===== src/tms_pkg.sv =====
package tms_pkg;
    // Register offsets (byte addresses, four apart, on the plain register port)
    localparam logic [7:0] OFS_CTRL   = 8'h00;
    localparam logic [7:0] OFS_RATIO  = 8'h04;
    localparam logic [7:0] OFS_THRESH = 8'h08;
    localparam logic [7:0] OFS_STAT   = 8'h0C;
    localparam logic [7:0] OFS_MASK   = 8'h10;
    localparam logic [7:0] OFS_RES0   = 8'h14;
    localparam logic [7:0] OFS_RES1   = 8'h18;
    localparam logic [7:0] OFS_RES2   = 8'h1C;
    localparam logic [7:0] OFS_PULSE  = 8'h20;

    // Control field positions
    localparam int CTRL_START   = 0;
    localparam int CTRL_GEN2    = 1;
    localparam int CTRL_MULTI   = 2;
    localparam int CTRL_VOTE    = 3;
    localparam int CTRL_HWJUDGE = 4;
    localparam int CTRL_IDLE_LO = 8;
    localparam int CTRL_PIN_LO  = 12;
    localparam int CTRL_REP_LO  = 16;

    // Reset values
    localparam logic [31:0] CTRL_RST   = 32'h0001_0000;
    localparam logic [31:0] RATIO_RST  = 32'h0000_0000;
    localparam logic [31:0] THRESH_RST = 32'h0000_0100;
    localparam logic [15:0] PULSE_RST  = 16'h0032;

    // Timing figures in drive-pulse periods (first generation)
    localparam int GEN1_MEAS_PERIODS   = 263;
    localparam int GEN1_SETTLE_PERIODS = 34;
    // Second generation count and times in microseconds and cycles; shared figures
    localparam int GEN2_REPEAT         = 8;
    localparam int GEN2_MEAS_US        = 128;
    localparam int GEN2_SETTLE_US      = 64;
    localparam int CLK_MHZ             = 200;
    localparam int GEN2_MEAS_CYC       = GEN2_MEAS_US * CLK_MHZ;
    localparam int GEN2_SETTLE_CYC     = GEN2_SETTLE_US * CLK_MHZ;
    localparam int NUM_FREQ            = 3;
    localparam int SYNC_STAGES         = 3;

    // Interrupt event bits
    localparam int EV_DONE  = 0;
    localparam int EV_TOUCH = 1;
    localparam int EV_OVF   = 2;

    typedef enum {ST_IDLE, ST_SETTLE, ST_MEAS, ST_JUDGE} tms_state_e;

    // Result record handed to the judge
    typedef struct packed {
        logic [15:0] cnt0;
        logic [15:0] cnt1;
        logic [15:0] cnt2;
    } tms_res_s;
endpackage


===== src/tms_edge_cnt.sv =====
`timescale 1ns/10ps
// Oscillator edge counter with 3-stage pin synchroniser
module tms_edge_cnt (
    // Clock and reset
    input  wire logic        clk,
    input  wire logic        rst_n,
    // Control
    input  wire logic        clr,
    input  wire logic        en,
    input  wire logic        osc_in,
    // Result
    output logic [15:0]      count_q,
    output logic             ovf_q
);
    logic [2:0] sync_q;     // Pin synchroniser chain
    logic       level_q;    // Accepted level

    // Synchroniser; first stage read only by the second
    always_ff @(posedge clk or negedge rst_n) begin
        if (!rst_n) begin
            sync_q <= 3'h0;
        end else begin
            sync_q <= {sync_q[1:0], osc_in};
        end
    end

    // Level accepted once stages two and three agree
    always_ff @(posedge clk or negedge rst_n) begin
        if (!rst_n) begin
            level_q <= 1'b0;
        end else if (sync_q[1] == sync_q[2]) begin
            level_q <= sync_q[2];
        end
    end

    // Count rising edges; saturate so a wrap never looks small
    always_ff @(posedge clk or negedge rst_n) begin
        if (!rst_n) begin
            count_q <= 16'h0000;
            ovf_q   <= 1'b0;
        end else if (clr) begin
            count_q <= 16'h0000;
            ovf_q   <= 1'b0;
        end else if (en && !level_q && sync_q[1] == sync_q[2] && sync_q[2]) begin
            if (count_q == 16'hFFFF) begin
                ovf_q <= 1'b1;
            end else begin
                count_q <= count_q + 16'h0001;
            end
        end
    end
endmodule


===== src/tms_top.sv =====
`timescale 1ns/10ps
// What this block does
// Measurement spans configurable charge/discharge repeat count
// Second generation forces repeat count eight
// Gen1 measure time 263 pulses times count
// Gen1 settle 34 pulse periods before measuring
// Software pairs frequency with repeat count
// Gen2 per-frequency measurement lasts 128 us
// Multi-clock measures at three configured ratios
// Value majority sums two closest results
// Vote majority judges each, takes majority
// Setting selects hardware or software judgment
// Oscillator correction follows hardware judgment
// Multi correction only value-majority plus hardware
// Idle pins driven by configured handling
// Low supply forces reduced reference voltage
// Software retunes offset target on count change
// Gen2 settle 64 us per frequency
// Software sets timing reference to 0.5 MHz
// Completion reports results and touch decision
module tms_top (
    // Clock and reset
    input  wire logic        MCLK,
    input  wire logic        RSTN,
    // Register port
    input  wire logic [7:0]  ADDR,
    input  wire logic [31:0] WDATA,
    input  wire logic        WR,
    input  wire logic        RD,
    output logic [31:0]      RDATA,
    // Sensor side
    input  wire logic        OSC_IN,
    input  wire logic        LOW_SUPPLY,
    output logic [3:0]       PIN_SEL,
    output logic [1:0]       IDLE_PIN_MODE,
    output logic [7:0]       PULSE_RATIO,
    output logic             DRIVE_EN,
    output logic             LOW_VREF,
    output logic             OSC_CORR_HW,
    output logic             MULTI_CORR_HW,
    // Host side
    output logic             TOUCH,
    output logic             IRQ
);
    // Registers
    logic [31:0]              ctrl_q;       // Control register
    logic [31:0]              ratio_q;      // Three pulse ratios
    logic [31:0]              thresh_q;     // Touch threshold
    logic [15:0]              pulse_q;      // Cycles per drive pulse
    logic [2:0]               stat_q;       // Sticky events
    logic [2:0]               mask_q;       // Event mask

    // Sequencer
    tms_pkg::tms_state_e      state_q;      // Sequencer state
    logic [31:0]              timer_q;      // Phase cycle counter
    logic [1:0]               freq_q;       // Current frequency index
    tms_pkg::tms_res_s        res_q;        // Per-frequency results
    logic                     touch_q;      // Touch decision
    logic [2:0]               ev_d;         // Event pulses this cycle

    // Supply level
    logic [2:0]               lv_q;         // Low-voltage synchroniser
    logic                     low_q;        // Accepted low-supply level

    // Counter link
    logic [15:0]              cnt;          // Counter output
    logic                     cnt_ovf;      // Counter saturated
    logic                     cnt_clr;      // Counter clear

    // Derived values
    logic [3:0]               rep;          // Effective repeat count
    logic [31:0]              settle_cyc;   // Settle length
    logic [31:0]              meas_cyc;     // Measure length
    logic [1:0]               last_freq;    // Final frequency index
    logic                     judge_d;      // Combined decision
    logic                     hw_judge;     // Hardware judgment on

    // Gen2 forces eight, else the programmed count
    assign rep = ctrl_q[tms_pkg::CTRL_GEN2] ? 4'(tms_pkg::GEN2_REPEAT)
                                          : ctrl_q[tms_pkg::CTRL_REP_LO +: 4];

    // Judge place, frequency count
    assign hw_judge  = ctrl_q[tms_pkg::CTRL_HWJUDGE];
    assign last_freq = ctrl_q[tms_pkg::CTRL_MULTI] ? 2'(tms_pkg::NUM_FREQ - 1) : 2'h0;

    // Phase lengths in clock cycles
    always_comb begin
        if (ctrl_q[tms_pkg::CTRL_GEN2]) begin
            // Clock-cycle figures
            settle_cyc = 32'(tms_pkg::GEN2_SETTLE_CYC);
            // Per-count time, so the forced count sets the length
            meas_cyc   = 32'(tms_pkg::GEN2_MEAS_CYC / tms_pkg::GEN2_REPEAT)
                         * {28'h0000000, rep};
        end else begin
            // Scaled by pulse length
            settle_cyc = 32'(tms_pkg::GEN1_SETTLE_PERIODS) * {16'h0000, pulse_q};
            meas_cyc   = 32'(tms_pkg::GEN1_MEAS_PERIODS) * {16'h0000, pulse_q}
                         * {28'h0000000, rep};
        end
    end

    // Oscillator counter for the active frequency
    // Zeroed in every settle
    assign cnt_clr = (state_q == tms_pkg::ST_SETTLE);
    tms_edge_cnt u_cnt (
        .clk     (MCLK),
        .rst_n   (RSTN),
        .clr     (cnt_clr),
        .en      (state_q == tms_pkg::ST_MEAS),
        .osc_in  (OSC_IN),
        .count_q (cnt),
        .ovf_q   (cnt_ovf)
    );

    // Judgment: value majority or vote majority
    function automatic logic judge(input tms_pkg::tms_res_s r, input logic vote, input logic multi,
                                   input logic [31:0] th);
        logic [16:0] d01;
        logic [16:0] d12;
        logic [16:0] d02;
        logic [16:0] sum;
        logic [2:0]  v;

        // Pair spreads
        d01 = (r.cnt0 > r.cnt1) ? 17'(r.cnt0 - r.cnt1) : 17'(r.cnt1 - r.cnt0);
        d12 = (r.cnt1 > r.cnt2) ? 17'(r.cnt1 - r.cnt2) : 17'(r.cnt2 - r.cnt1);
        d02 = (r.cnt0 > r.cnt2) ? 17'(r.cnt0 - r.cnt2) : 17'(r.cnt2 - r.cnt0);
        // Votes per frequency
        v   = {r.cnt2 > th[15:0], r.cnt1 > th[15:0], r.cnt0 > th[15:0]};
        if (!multi) begin
            // Plain threshold test
            sum = {1'b0, r.cnt0};
            return v[0];
        end
        if (vote) begin
            // Two of three wins
            return (v[0] & v[1]) | (v[1] & v[2]) | (v[0] & v[2]);
        end
        // Closest pair sum against doubled threshold
        // Ties go to the earlier pair
        if (d01 <= d12 && d01 <= d02) begin
            sum = 17'(r.cnt0) + 17'(r.cnt1);
        end else if (d12 <= d02) begin
            sum = 17'(r.cnt1) + 17'(r.cnt2);
        end else begin
            sum = 17'(r.cnt0) + 17'(r.cnt2);
        end
        return sum > {th[15:0], 1'b0};
    endfunction

    // From latched results
    assign judge_d = judge(res_q, ctrl_q[tms_pkg::CTRL_VOTE], ctrl_q[tms_pkg::CTRL_MULTI], thresh_q);

    // Sequencer
    always_ff @(posedge MCLK or negedge RSTN) begin
        if (!RSTN) begin
            state_q <= tms_pkg::ST_IDLE;
            timer_q <= 32'h0000_0000;
            freq_q  <= 2'h0;
        end else begin
            case (state_q)
                tms_pkg::ST_IDLE: begin
                    // Start on a write of the start bit
                    if (WR && ADDR == tms_pkg::OFS_CTRL && WDATA[tms_pkg::CTRL_START]) begin
                        state_q <= tms_pkg::ST_SETTLE;
                        timer_q <= 32'h0000_0000;
                        freq_q  <= 2'h0;
                    end
                end

                tms_pkg::ST_SETTLE: begin
                    // Settle precedes every frequency
                    // Timer from zero: stop one short
                    if (timer_q + 32'h1 >= settle_cyc) begin
                        state_q <= tms_pkg::ST_MEAS;
                        timer_q <= 32'h0000_0000;
                    end else begin
                        timer_q <= timer_q + 32'h1;
                    end
                end

                tms_pkg::ST_MEAS: begin
                    if (timer_q + 32'h1 >= meas_cyc) begin
                        timer_q <= 32'h0000_0000;
                        if (freq_q == last_freq) begin
                            // Last frequency
                            state_q <= tms_pkg::ST_JUDGE;
                        end else begin
                            // Next frequency
                            freq_q  <= freq_q + 2'h1;
                            state_q <= tms_pkg::ST_SETTLE;
                        end
                    end else begin
                        timer_q <= timer_q + 32'h1;
                    end
                end

                tms_pkg::ST_JUDGE: begin
                    // One decision cycle
                    state_q <= tms_pkg::ST_IDLE;
                end

                default: begin
                    // Recover to idle
                    state_q <= tms_pkg::ST_IDLE;
                end
            endcase
        end
    end

    // Capture count at the end of each frequency's measurement
    always_ff @(posedge MCLK or negedge RSTN) begin
        if (!RSTN) begin
            res_q <= '0;
        end else if (state_q == tms_pkg::ST_MEAS && timer_q + 32'h1 >= meas_cyc) begin
            // Before the next clear
            case (freq_q)
                2'h0:    res_q.cnt0 <= cnt;
                2'h1:    res_q.cnt1 <= cnt;
                default: res_q.cnt2 <= cnt;
            endcase
        end
    end

    // Touch decision only held when hardware judgment is on
    always_ff @(posedge MCLK or negedge RSTN) begin
        if (!RSTN) begin
            touch_q <= 1'b0;
        end else if (state_q == tms_pkg::ST_JUDGE) begin
            // Low under software judging
            touch_q <= hw_judge & judge_d;
        end
    end

    // Event pulses
    always_comb begin
        ev_d = 3'h0;
        ev_d[tms_pkg::EV_DONE]  = (state_q == tms_pkg::ST_JUDGE);
        ev_d[tms_pkg::EV_TOUCH] = (state_q == tms_pkg::ST_JUDGE) && hw_judge && judge_d;
        // Only while measuring
        ev_d[tms_pkg::EV_OVF]   = (state_q == tms_pkg::ST_MEAS) && cnt_ovf;
    end

    // Configuration registers
    always_ff @(posedge MCLK or negedge RSTN) begin
        if (!RSTN) begin
            ctrl_q   <= tms_pkg::CTRL_RST;
            ratio_q  <= tms_pkg::RATIO_RST;
            thresh_q <= tms_pkg::THRESH_RST;
            pulse_q  <= tms_pkg::PULSE_RST;
            mask_q   <= 3'h0;
        end else if (WR) begin
            case (ADDR)
                tms_pkg::OFS_CTRL:   ctrl_q   <= {WDATA[31:1], 1'b0};  // Start is self-clearing
                tms_pkg::OFS_RATIO:  ratio_q  <= WDATA;
                tms_pkg::OFS_THRESH: thresh_q <= WDATA;
                // Zero would stall timing
                tms_pkg::OFS_PULSE:  pulse_q  <= (WDATA[15:0] == 16'h0000) ? 16'h0001 : WDATA[15:0];
                tms_pkg::OFS_MASK:   mask_q   <= WDATA[2:0];
                // Others ignore writes
                default: begin
                end
            endcase
        end
    end

    // Sticky status: a new event wins over write-one-to-clear
    always_ff @(posedge MCLK or negedge RSTN) begin
        if (!RSTN) begin
            stat_q <= 3'h0;
        end else begin
            // Clear only on status writes
            stat_q <= (stat_q & ~((WR && ADDR == tms_pkg::OFS_STAT) ? WDATA[2:0] : 3'h0)) | ev_d;
        end
    end

    // Low-supply pin synchroniser, three stages
    always_ff @(posedge MCLK or negedge RSTN) begin
        if (!RSTN) begin
            lv_q  <= 3'h0;
            low_q <= 1'b0;
        end else begin
            lv_q <= {lv_q[1:0], LOW_SUPPLY};
            // Hold while stages differ
            if (lv_q[1] == lv_q[2]) begin
                low_q <= lv_q[2];
            end
        end
    end

    // Read port: data the cycle after the strobe
    always_ff @(posedge MCLK or negedge RSTN) begin
        if (!RSTN) begin
            RDATA <= 32'h0000_0000;
        end else if (RD) begin
            case (ADDR)
                // Start bit reads as busy
                tms_pkg::OFS_CTRL:   RDATA <= ctrl_q | {31'h0, state_q != tms_pkg::ST_IDLE};
                tms_pkg::OFS_RATIO:  RDATA <= ratio_q;
                tms_pkg::OFS_THRESH: RDATA <= thresh_q;
                tms_pkg::OFS_STAT:   RDATA <= {29'h0, stat_q};
                tms_pkg::OFS_MASK:   RDATA <= {29'h0, mask_q};
                // Read-only results
                tms_pkg::OFS_RES0:   RDATA <= {16'h0, res_q.cnt0};
                tms_pkg::OFS_RES1:   RDATA <= {16'h0, res_q.cnt1};
                tms_pkg::OFS_RES2:   RDATA <= {16'h0, res_q.cnt2};
                tms_pkg::OFS_PULSE:  RDATA <= {16'h0, pulse_q};
                default:             RDATA <= 32'h0000_0000;
            endcase
        end else begin
            // Idle bus reads zero
            RDATA <= 32'h0000_0000;
        end
    end

    // Registered sensor-side and host-side outputs
    always_ff @(posedge MCLK or negedge RSTN) begin
        if (!RSTN) begin
            PIN_SEL       <= 4'h0;
            IDLE_PIN_MODE <= 2'h0;
            PULSE_RATIO   <= 8'h00;
            DRIVE_EN      <= 1'b0;
            LOW_VREF      <= 1'b0;
            OSC_CORR_HW   <= 1'b0;
            MULTI_CORR_HW <= 1'b0;
            TOUCH         <= 1'b0;
            IRQ           <= 1'b0;
        end else begin
            // Configuration mirrors
            PIN_SEL       <= ctrl_q[tms_pkg::CTRL_PIN_LO +: 4];
            IDLE_PIN_MODE <= ctrl_q[tms_pkg::CTRL_IDLE_LO +: 2];
            PULSE_RATIO   <= ratio_q[8 * freq_q +: 8];
            // Settle plus measure
            DRIVE_EN      <= (state_q == tms_pkg::ST_SETTLE) || (state_q == tms_pkg::ST_MEAS);
            LOW_VREF      <= low_q;
            OSC_CORR_HW   <= hw_judge;
            MULTI_CORR_HW <= hw_judge && !ctrl_q[tms_pkg::CTRL_VOTE];
            TOUCH         <= touch_q;
            // Unmasked status level
            IRQ           <= |(stat_q & mask_q);
        end
    end
endmodule


===== config.mk =====
export PLATFORM = sky130hd
export DESIGN_NAME = tms_top
export DESIGN_NICKNAME = d
export VERILOG_FILES = /design/src/tms_pkg.sv /design/src/tms_edge_cnt.sv /design/src/tms_top.sv
export SDC_FILE = /design/constraint.sdc
export NUM_CORES = 1
export LEC_CHECK = 0
export ABC_CLOCK_PERIOD_IN_PS = 10600
export BUFFER_PORTS_ARGS = -buffer_cell sky130_fd_sc_hd__buf_4
export CAP_MARGIN = 25
export CORE_ASPECT_RATIO = 1.2
export CORE_MARGIN = 10
export CORE_UTILIZATION = 51
export CTS_CLUSTER_DIAMETER = 60
export DETAILED_ROUTE_END_ITERATION = 12
export PLACE_DENSITY = 0.68
export SLEW_MARGIN = 20
export SYNTH_ARGS = -nofsm -noshare
export SYNTH_HDL_FRONTEND = slang
export SYNTH_SLANG_ARGS = --single-unit

===== constraint.sdc =====
create_clock -name MCLK -period 10.6 [get_ports MCLK]
set_input_delay 0.53 -clock MCLK [delete_from_list [all_inputs] [get_ports MCLK]]
set_output_delay 0.53 -clock MCLK [all_outputs]
set_load 0.05 [all_outputs]

Yosys cells after proc, flatten, opt, wreduce, memory -nomap -nowiden
Cells that the tools add are included.
Operators by class
  add/subtract/negate cells: 12
  multiply operators: 4
  $lt $le $gt $ge: 12
  equal/unequal tests: 23
  shift-type cells: 1
  mux-type cells: 40
  bitwise gates (word level): 12
  reductions and logical operators: 39
Operators with widths (number)
  $pmux W32 S9: 1
  $mux W32: 7
  $pmux W32 S3: 2
  $mux W17: 7
  $sub A16 B16 Y17: 6
  $gt A16 B16 Y1: 6
  $eq A32 B2 Y1 const B: 2
  $eq A32 B3 Y1 const B: 2
  $mux W16: 4
  $add A16 B16 Y17: 3
  $le A17 B17 Y1: 3
  $add A32 B1 Y32 const B: 1
  $eq A32 B1 Y1 const B: 1
  $eq A8 B5 Y1 const B: 4
  $ge A32 B22 Y1: 1
  $ge A32 B29 Y1: 1
  $logic_not A32 Y1: 1
  $or A32 B1 Y32: 1
  $reduce_bool A32 Y1: 1
  $shiftx A32 B6 Y8: 1
  $mul A25 B4 Y29: 1
  $mux W29: 1
  $mul A9 B16 Y25 const A: 1
  $mux W22: 1
  37 further kinds: 84
Storage, ports and cells
  register bits: 309
  input bits: 46
  output and inout bits: 52
  word-level logic and storage cells: 172

Logic depth before layout (Yosys ltp)
  word-level depth: 12
  depth in mapped cells: 46
  mapped depth without buffers: 44

Hierarchy
A second synthesis with hierarchy kept.
Unflattened totals
  cells, all modules: 3102
  area, all modules: 28397.2 um^2
By module, submodules not included
  tms_top: instances 1, cells each 2991, area each 27271.2 um^2, seq. area each 6462.4 um^2
  tms_edge_cnt: instances 1, cells each 111, area each 1126.1 um^2, seq. area each 525.5 um^2

Worst setup path before layout
Ideal clock, no wire load.
  path type: reg2reg
  start: register pulse_q[4]
  end: register res_q[21] (netlist bit)
  library setup time: 125 ps
  arrival time: 9022 ps
  data required time: 10475 ps
  path slack: 1453 ps
  stages on the path, launching flop included: 41
  buffers on the path: 1
  period minus slack after synthesis: 9147 ps
  cells stage by stage: dfstp_2 inv_1 fa_1 inv_1 ha_1 ha_1 ha_1 a21o_1 a21oi_1 o21bai_1 a21oi_1 nor2_1 o21a_1 nor2_1 xor2_1 nor2_1 fa_1 inv_1 (+5 left out) a21o_1 a2111oi_0 o41ai_1 a311oi_1 o21ai_1 xor2_1 nand2_1 ha_1 a21o_1 a21o_1 a21oi_1 o21ai_0 a2111oi_0 nor3b_1 nor2_2 nand2_2 buf_4 mux2_2
On the way
  longest elaborated chain between the ends: 6
Ends and longest elaborated chain
  from (decl): RTL line tms_top.sv:49  | logic [15:0] pulse_q;
  from (signal assigned): RTL line tms_top.sv:250  | pulse_q <= tms_pkg::PULSE_RST;
  from (signal assigned): RTL line tms_top.sv:258  | tms_pkg::OFS_PULSE: pulse_q <= (WDATA[15:0] == 16'h0000) ? 16'h0001 : WDATA[15:0];
  $mul A9 B16 Y25: RTL line tms_top.sv:97  | meas_cyc = 32'(tms_pkg::GEN1_MEAS_PERIODS) * {16'h0000, pulse_q}
  $mul A25 B4 Y29: RTL line tms_top.sv:98  | * {28'h0000000, rep};
  $mux W29: RTL line tms_top.sv:88  | if (ctrl_q[tms_pkg::CTRL_GEN2]) begin
  $ge A32 B29 Y1: RTL line tms_top.sv:215  | end else if (state_q == tms_pkg::ST_MEAS && timer_q + 32'h1 >= meas_cyc) begin
  $logic_and A1 B1 Y1: RTL line tms_top.sv:215
  $reduce_and A2 Y1 (no line)
  to (decl): RTL line tms_top.sv:57  | tms_pkg::tms_res_s res_q;
No other way between the ends.
A chain may end at the register's enable or synchronous reset.

Final worst setup path
  start: register res_q[1] (netlist bit)
  end: register touch_q
On the way
  longest elaborated chain between the ends: 11
  elaborated cells on any way between the ends: 28
  those cells by class: 6 x add/sub; 7 x order compare; 9 x mux; 5 x bitwise; 1 x reduce/logical
Ends and longest elaborated chain
  $sub A16 B16 Y17 (tied with other cells): RTL line tms_top.sv:126  | d12 = (r.cnt1 > r.cnt2) ? 17'(r.cnt1 - r.cnt2) : 17'(r.cnt2 - r.cnt1);
  $mux W17 (on tied branches): RTL line tms_top.sv:126, tms_top.sv:127
  $le A17 B17 Y1 (on tied branches): RTL line tms_top.sv:143, tms_top.sv:141
  $mux W17 or $logic_and A1 B1 Y1 (tied branches): RTL line tms_top.sv:143, tms_top.sv:141
  $mux W17 (2 in a row): RTL line tms_top.sv:141  | if (d01 <= d12 && d01 <= d02) begin
  $mux W17: RTL line tms_top.sv:135  | if (vote) begin
  $gt A17 B17 Y1: RTL line tms_top.sv:148  | return sum > {th[15:0], 1'b0};
  $mux W1 (*): RTL line tms_top.sv:141
  $mux W1 (*): RTL line tms_top.sv:135
  $and A1 B1 Y1 (*): RTL line tms_top.sv:231  | touch_q <= hw_judge & judge_d;
  to (signal assigned): RTL line tms_top.sv:231
  to (decl): RTL line tms_top.sv:58  | logic touch_q;
Every way passes the cells marked *; elsewhere a longest branch is shown, timed or not. The select of a mux whose other input is x is not followed.

==> reports/results.txt <==
The run finished with clean final reports. The root buffer cell is sky130_fd_sc_hd__clkbuf_16. The initialized floorplan defines 93 standard-cell rows. The logs give 8 for the total iterations of the first detailed-routing run and 0.0303 mm2 for the final instance area. The number of nets still failing antenna checks after routing was 0; the final setup slack of the worst path was 593 ps.

In this design, the critical path's most frequently occurring cell is sky130_fd_sc_hd__a21oi_1. Yosys mapped a number of flops with a built-in enable equal to 0. The die covers 0.0641 mm2.

In the synthesized netlist the dominant register cell turns out to be sky130_fd_sc_hd__dfrtp_1. Post-CTS timing repair inserted 0 buffers for setup. Summed over its instances, the top area cell type makes up 24.7% of the synthesized netlist area. After the last flow step, the layout net total stands at 3659.

The synthesis-stage register bit count came out at 279. The via-per-instance ratio is 6.10, and the first-pass GRT wire length is 133000 um. The initial utilization of the core area, before any placement, comes to 51.6%. Synthesis instantiated 84 different standard cells from the library. Sequential elements use 25.2% of the synthesized area. The total global-route track usage was 26.0%; the area inside the core boundary was 0.0538 mm2. Dividing the synthesized area by the synthesized cell count gives 9.11 um2.

By area the synthesized netlist is led by sky130_fd_sc_hd__dfrtp_1 25%, sky130_fd_sc_hd__ha_1 19%, sky130_fd_sc_hd__mux2_2 6.7%. The initial antenna violation count was 0. At the worst endpoint, the arrival time is 10430 ps.

The number of global-route vias before repair came out at 24100. The post-synthesis to final-layout area growth is 9.34%, and the power consumption is 5120 uW. For the leakage power, the log shows 0.0155 uW. The most critical setup path has its startpoint at res_q[1]. The sink count of the clock tree was 279. Entering global routing, the biggest net connects 167 pins. The total overflow left after global routing is 0. The total cell area at the placement stage was 0.0293 mm2; the count of buffers from port buffering was 97. In the synthesized netlist the async set-or-reset flop fraction comes to 100%. Detailed-route via count: 23400.

The logs give 3590 for the net count after synthesis and 0 for the number of maximum-capacitance constraint violations. The tools report the number of filler cells placed in the layout as 4834. Between clock sinks in the finished design, the worst skew comes to 28.3 ps.

The tools report the worst reg2reg path startpoint as res_q[1]. The tightest min-delay check is of the input pin to asynchronous set/reset pin type. The worst-case IR drop observed on VDD is 875 uV.

The leading area contributor after synthesis was sky130_fd_sc_hd__dfrtp_1. Timing would allow up to 99.9 MHz. For the number of levels in the clock H-tree, the log shows 1.

Synthesis produced 3042 cells. After the flow finishes, the layout carries non-filler instances totaling 3844. The buffer levels on the longest clock path was 3; the top fanout value on the critical path was 10. For this block, the initial DRC count from the detailed router was 1755.

The pin slew with the least headroom to its limit was 987 ps. The tools report the final max-slew violation count as 0. Among all stages on the critical path, the largest delay is contributed by sky130_fd_sc_hd__o41a_1. The detailed placement HPWL was 67500 um; the ratio of final minimum period to clock period was 94.4%.

The post-place setup slack is 75.8 ps, and the number of top-level pins is 98. The smallest clock period supported by the final layout is computed as 10010 ps. For the post-placement cell count, the log shows 3794. For the worst setup path, the data required time is 11030 ps.

Setup violations remaining at the end of the flow were counted as 0. The global placement routability congestion was 1.01; the total power density per cell area was 169 mW/mm2. On the final layout, the worst hold slack is 45.7 ps. In the final layout, the share of cells above drive strength 1 is 13.8%.

Area of the mapped netlist: 0.0277 mm2. After clock tree synthesis, the clock-pin slew on the worst setup and hold paths is 60 ps. The floorplan die width was 233 um. For the latest clock arrival within the worst-skew pair, the log shows 570 ps. The vertical die dimension works out to 275 um. Buffers inserted during clock tree synthesis total 27. The kind of critical path was flip-flop to flip-flop. Wires add up to 84200 um.

The logs give 0 for the number of design rule violations left after detail routing and 33.7% for the max-slew headroom at the worst pin. For this run, the number of Yosys warnings is 0. For this run, the slowest stage of the critical path takes 640 ps. The run gives 0 as the total count of hold-check failures in the final report. Startpoint type of the worst setup path: a flip-flop.

TritonCTS built the clock tree. In the final routed layout, each cell accounts on average for 21.9 um. The tools report the kind of capture point of the worst setup path as a flip-flop.
-- kinds of logic after synthesis --
logic type | Yosys count | share of synthesized area [%]
flip-flops | 279 | 25.2
AND/OR/NAND/NOR | 753 | 13.1
AO/OA/AOI/OAI | 713 | 17.0
multiplexers | 220 | 9.05
buffers and inverters | 416 | 5.75
adder cells (fa/ha/maj) | 504 | 24.9
XOR/XNOR | 157 | 4.96
-- worst paths after layout --
check / to / slack [ps] / cells past startpoint
max: touch_q / 590 / 39
min: RDATA[21] / 50 / 1
max reg2reg: touch_q / 590 / 39
min reg2reg: lv_q[1] / 360 / 0
max in group asynchronous: pulse_q[14] / 9060 / 2
min in group MCLK: u_cnt.sync_q[0] / 70 / 1
-- sequential cells by signal (all words and copies together), names as in the netlist, 2 cells and up --
signal         cells
ctrl_q            31
mask_q             3
lv_q               3
timer_q           32
stat_q             3
freq_q             2
pulse_q           16
res_q             48
IDLE_PIN_MODE      2
thresh_q          32
PULSE_RATIO        8
state_q            2
ratio_q           32
u_cnt.sync_q       3
PIN_SEL            4
RDATA             32
u_cnt.count_q     16
-- cells in the mapped netlist, types with 11 or more instances --
library cell,n
sky130_fd_sc_hd__mux2i_1,46
sky130_fd_sc_hd__nor2_1,202
sky130_fd_sc_hd__a21oi_1,183
sky130_fd_sc_hd__ha_1,420
sky130_fd_sc_hd__nand2b_1,33
sky130_fd_sc_hd__o21bai_1,23
sky130_fd_sc_hd__nor2b_1,33
sky130_fd_sc_hd__nand4_1,44
sky130_fd_sc_hd__o21a_1,33
sky130_fd_sc_hd__nand2_1,223
sky130_fd_sc_hd__a21o_1,108
sky130_fd_sc_hd__a222oi_1,36
sky130_fd_sc_hd__a31oi_1,28
sky130_fd_sc_hd__nand3_1,46
sky130_fd_sc_hd__or3_1,20
sky130_fd_sc_hd__xor2_1,59
sky130_fd_sc_hd__inv_1,313
sky130_fd_sc_hd__xnor2_1,98
sky130_fd_sc_hd__mux2_2,166
sky130_fd_sc_hd__clkbuf_1,77
sky130_fd_sc_hd__nor4_1,11
sky130_fd_sc_hd__a211oi_1,14
sky130_fd_sc_hd__a22oi_1,26
sky130_fd_sc_hd__buf_1,13
sky130_fd_sc_hd__or2_2,21
sky130_fd_sc_hd__and2_1,21
sky130_fd_sc_hd__nor3_1,40
sky130_fd_sc_hd__o21ai_0,143
sky130_fd_sc_hd__dfrtp_1,274
sky130_fd_sc_hd__and3_1,22
sky130_fd_sc_hd__fa_1,82
sky130_fd_sc_hd__o31ai_1,19
-- critical path, delay by kind of cell (launching register included) --
family	cells	cell delay, ps
xor+xnor	1	160
fa+ha+maj	5	1470
mux	1	100
compound gates	25	6220
simple gates	4	770
flops	1	410
buf+inv	3	700
-- metal layers --
| layer | global-route usage, % | share of wire, % | wire [um] |
|---|---|---|---|
| met1 | 31.3 | 41 | 34300 |
| met5 | 0 | 0 | 0 |
| met4 | 9.37 | 3.9 | 3270 |
| met2 | 47.0 | 50 | 42400 |
| met3 | 2.65 | 5.1 | 4310 |
-- power breakdown --
part,leakage (uW),internal [uW],switching [uW]
Sequential,0.00381,1110,67.7
Combinational,0.0113,1160,1820
Clock,0.000434,530,428
-- per-stage QoR --
stage               setup TNS, ps  utilization (%)
CTS                             0             56.2
detailed placement              0             54.5
global route                -29.9             56.4
floorplan                       0                -
global placement                0             54.5
finish                          0             56.4
-- layout by cell type (no fill, tap or decap), types with 45 or more instances in the layout --
cell                        n
sky130_fd_sc_hd__a21o_1   108
sky130_fd_sc_hd__a21oi_1  180
sky130_fd_sc_hd__buf_4    138
sky130_fd_sc_hd__dfrtp_1  269
sky130_fd_sc_hd__fa_1      82
sky130_fd_sc_hd__ha_1     420
sky130_fd_sc_hd__inv_1    313
sky130_fd_sc_hd__mux2_2   166
sky130_fd_sc_hd__mux2i_1   45
sky130_fd_sc_hd__nand2_1  223
sky130_fd_sc_hd__nand3_1   46
sky130_fd_sc_hd__nor2_1   201
sky130_fd_sc_hd__o21ai_0  141
sky130_fd_sc_hd__xnor2_1   97
sky130_fd_sc_hd__xor2_1    58
-- timing repair --
action | in CTS | in global routing
hold buffers | 0 | 0
gates resized for setup | 1 | 26
setup endpoints to repair | 1 | 83
pin swaps | 0 | 1
-- cell type report --
type | count | area (um2) | area share, %
diodes | 1 | 2.50 | 0.00826
multi-input cells | 2347 | 19300 | 63.6
inverters | 316 | 1190 | 3.91
flip-flops and latches | 279 | 6990 | 23.1
repair buffers | 140 | 1070 | 3.53
clock buffers | 37 | 753 | 2.48
well taps | 712 | 891 | 2.94
clock inverters | 12 | 129 | 0.425
(Power assumes the default switching activity.)
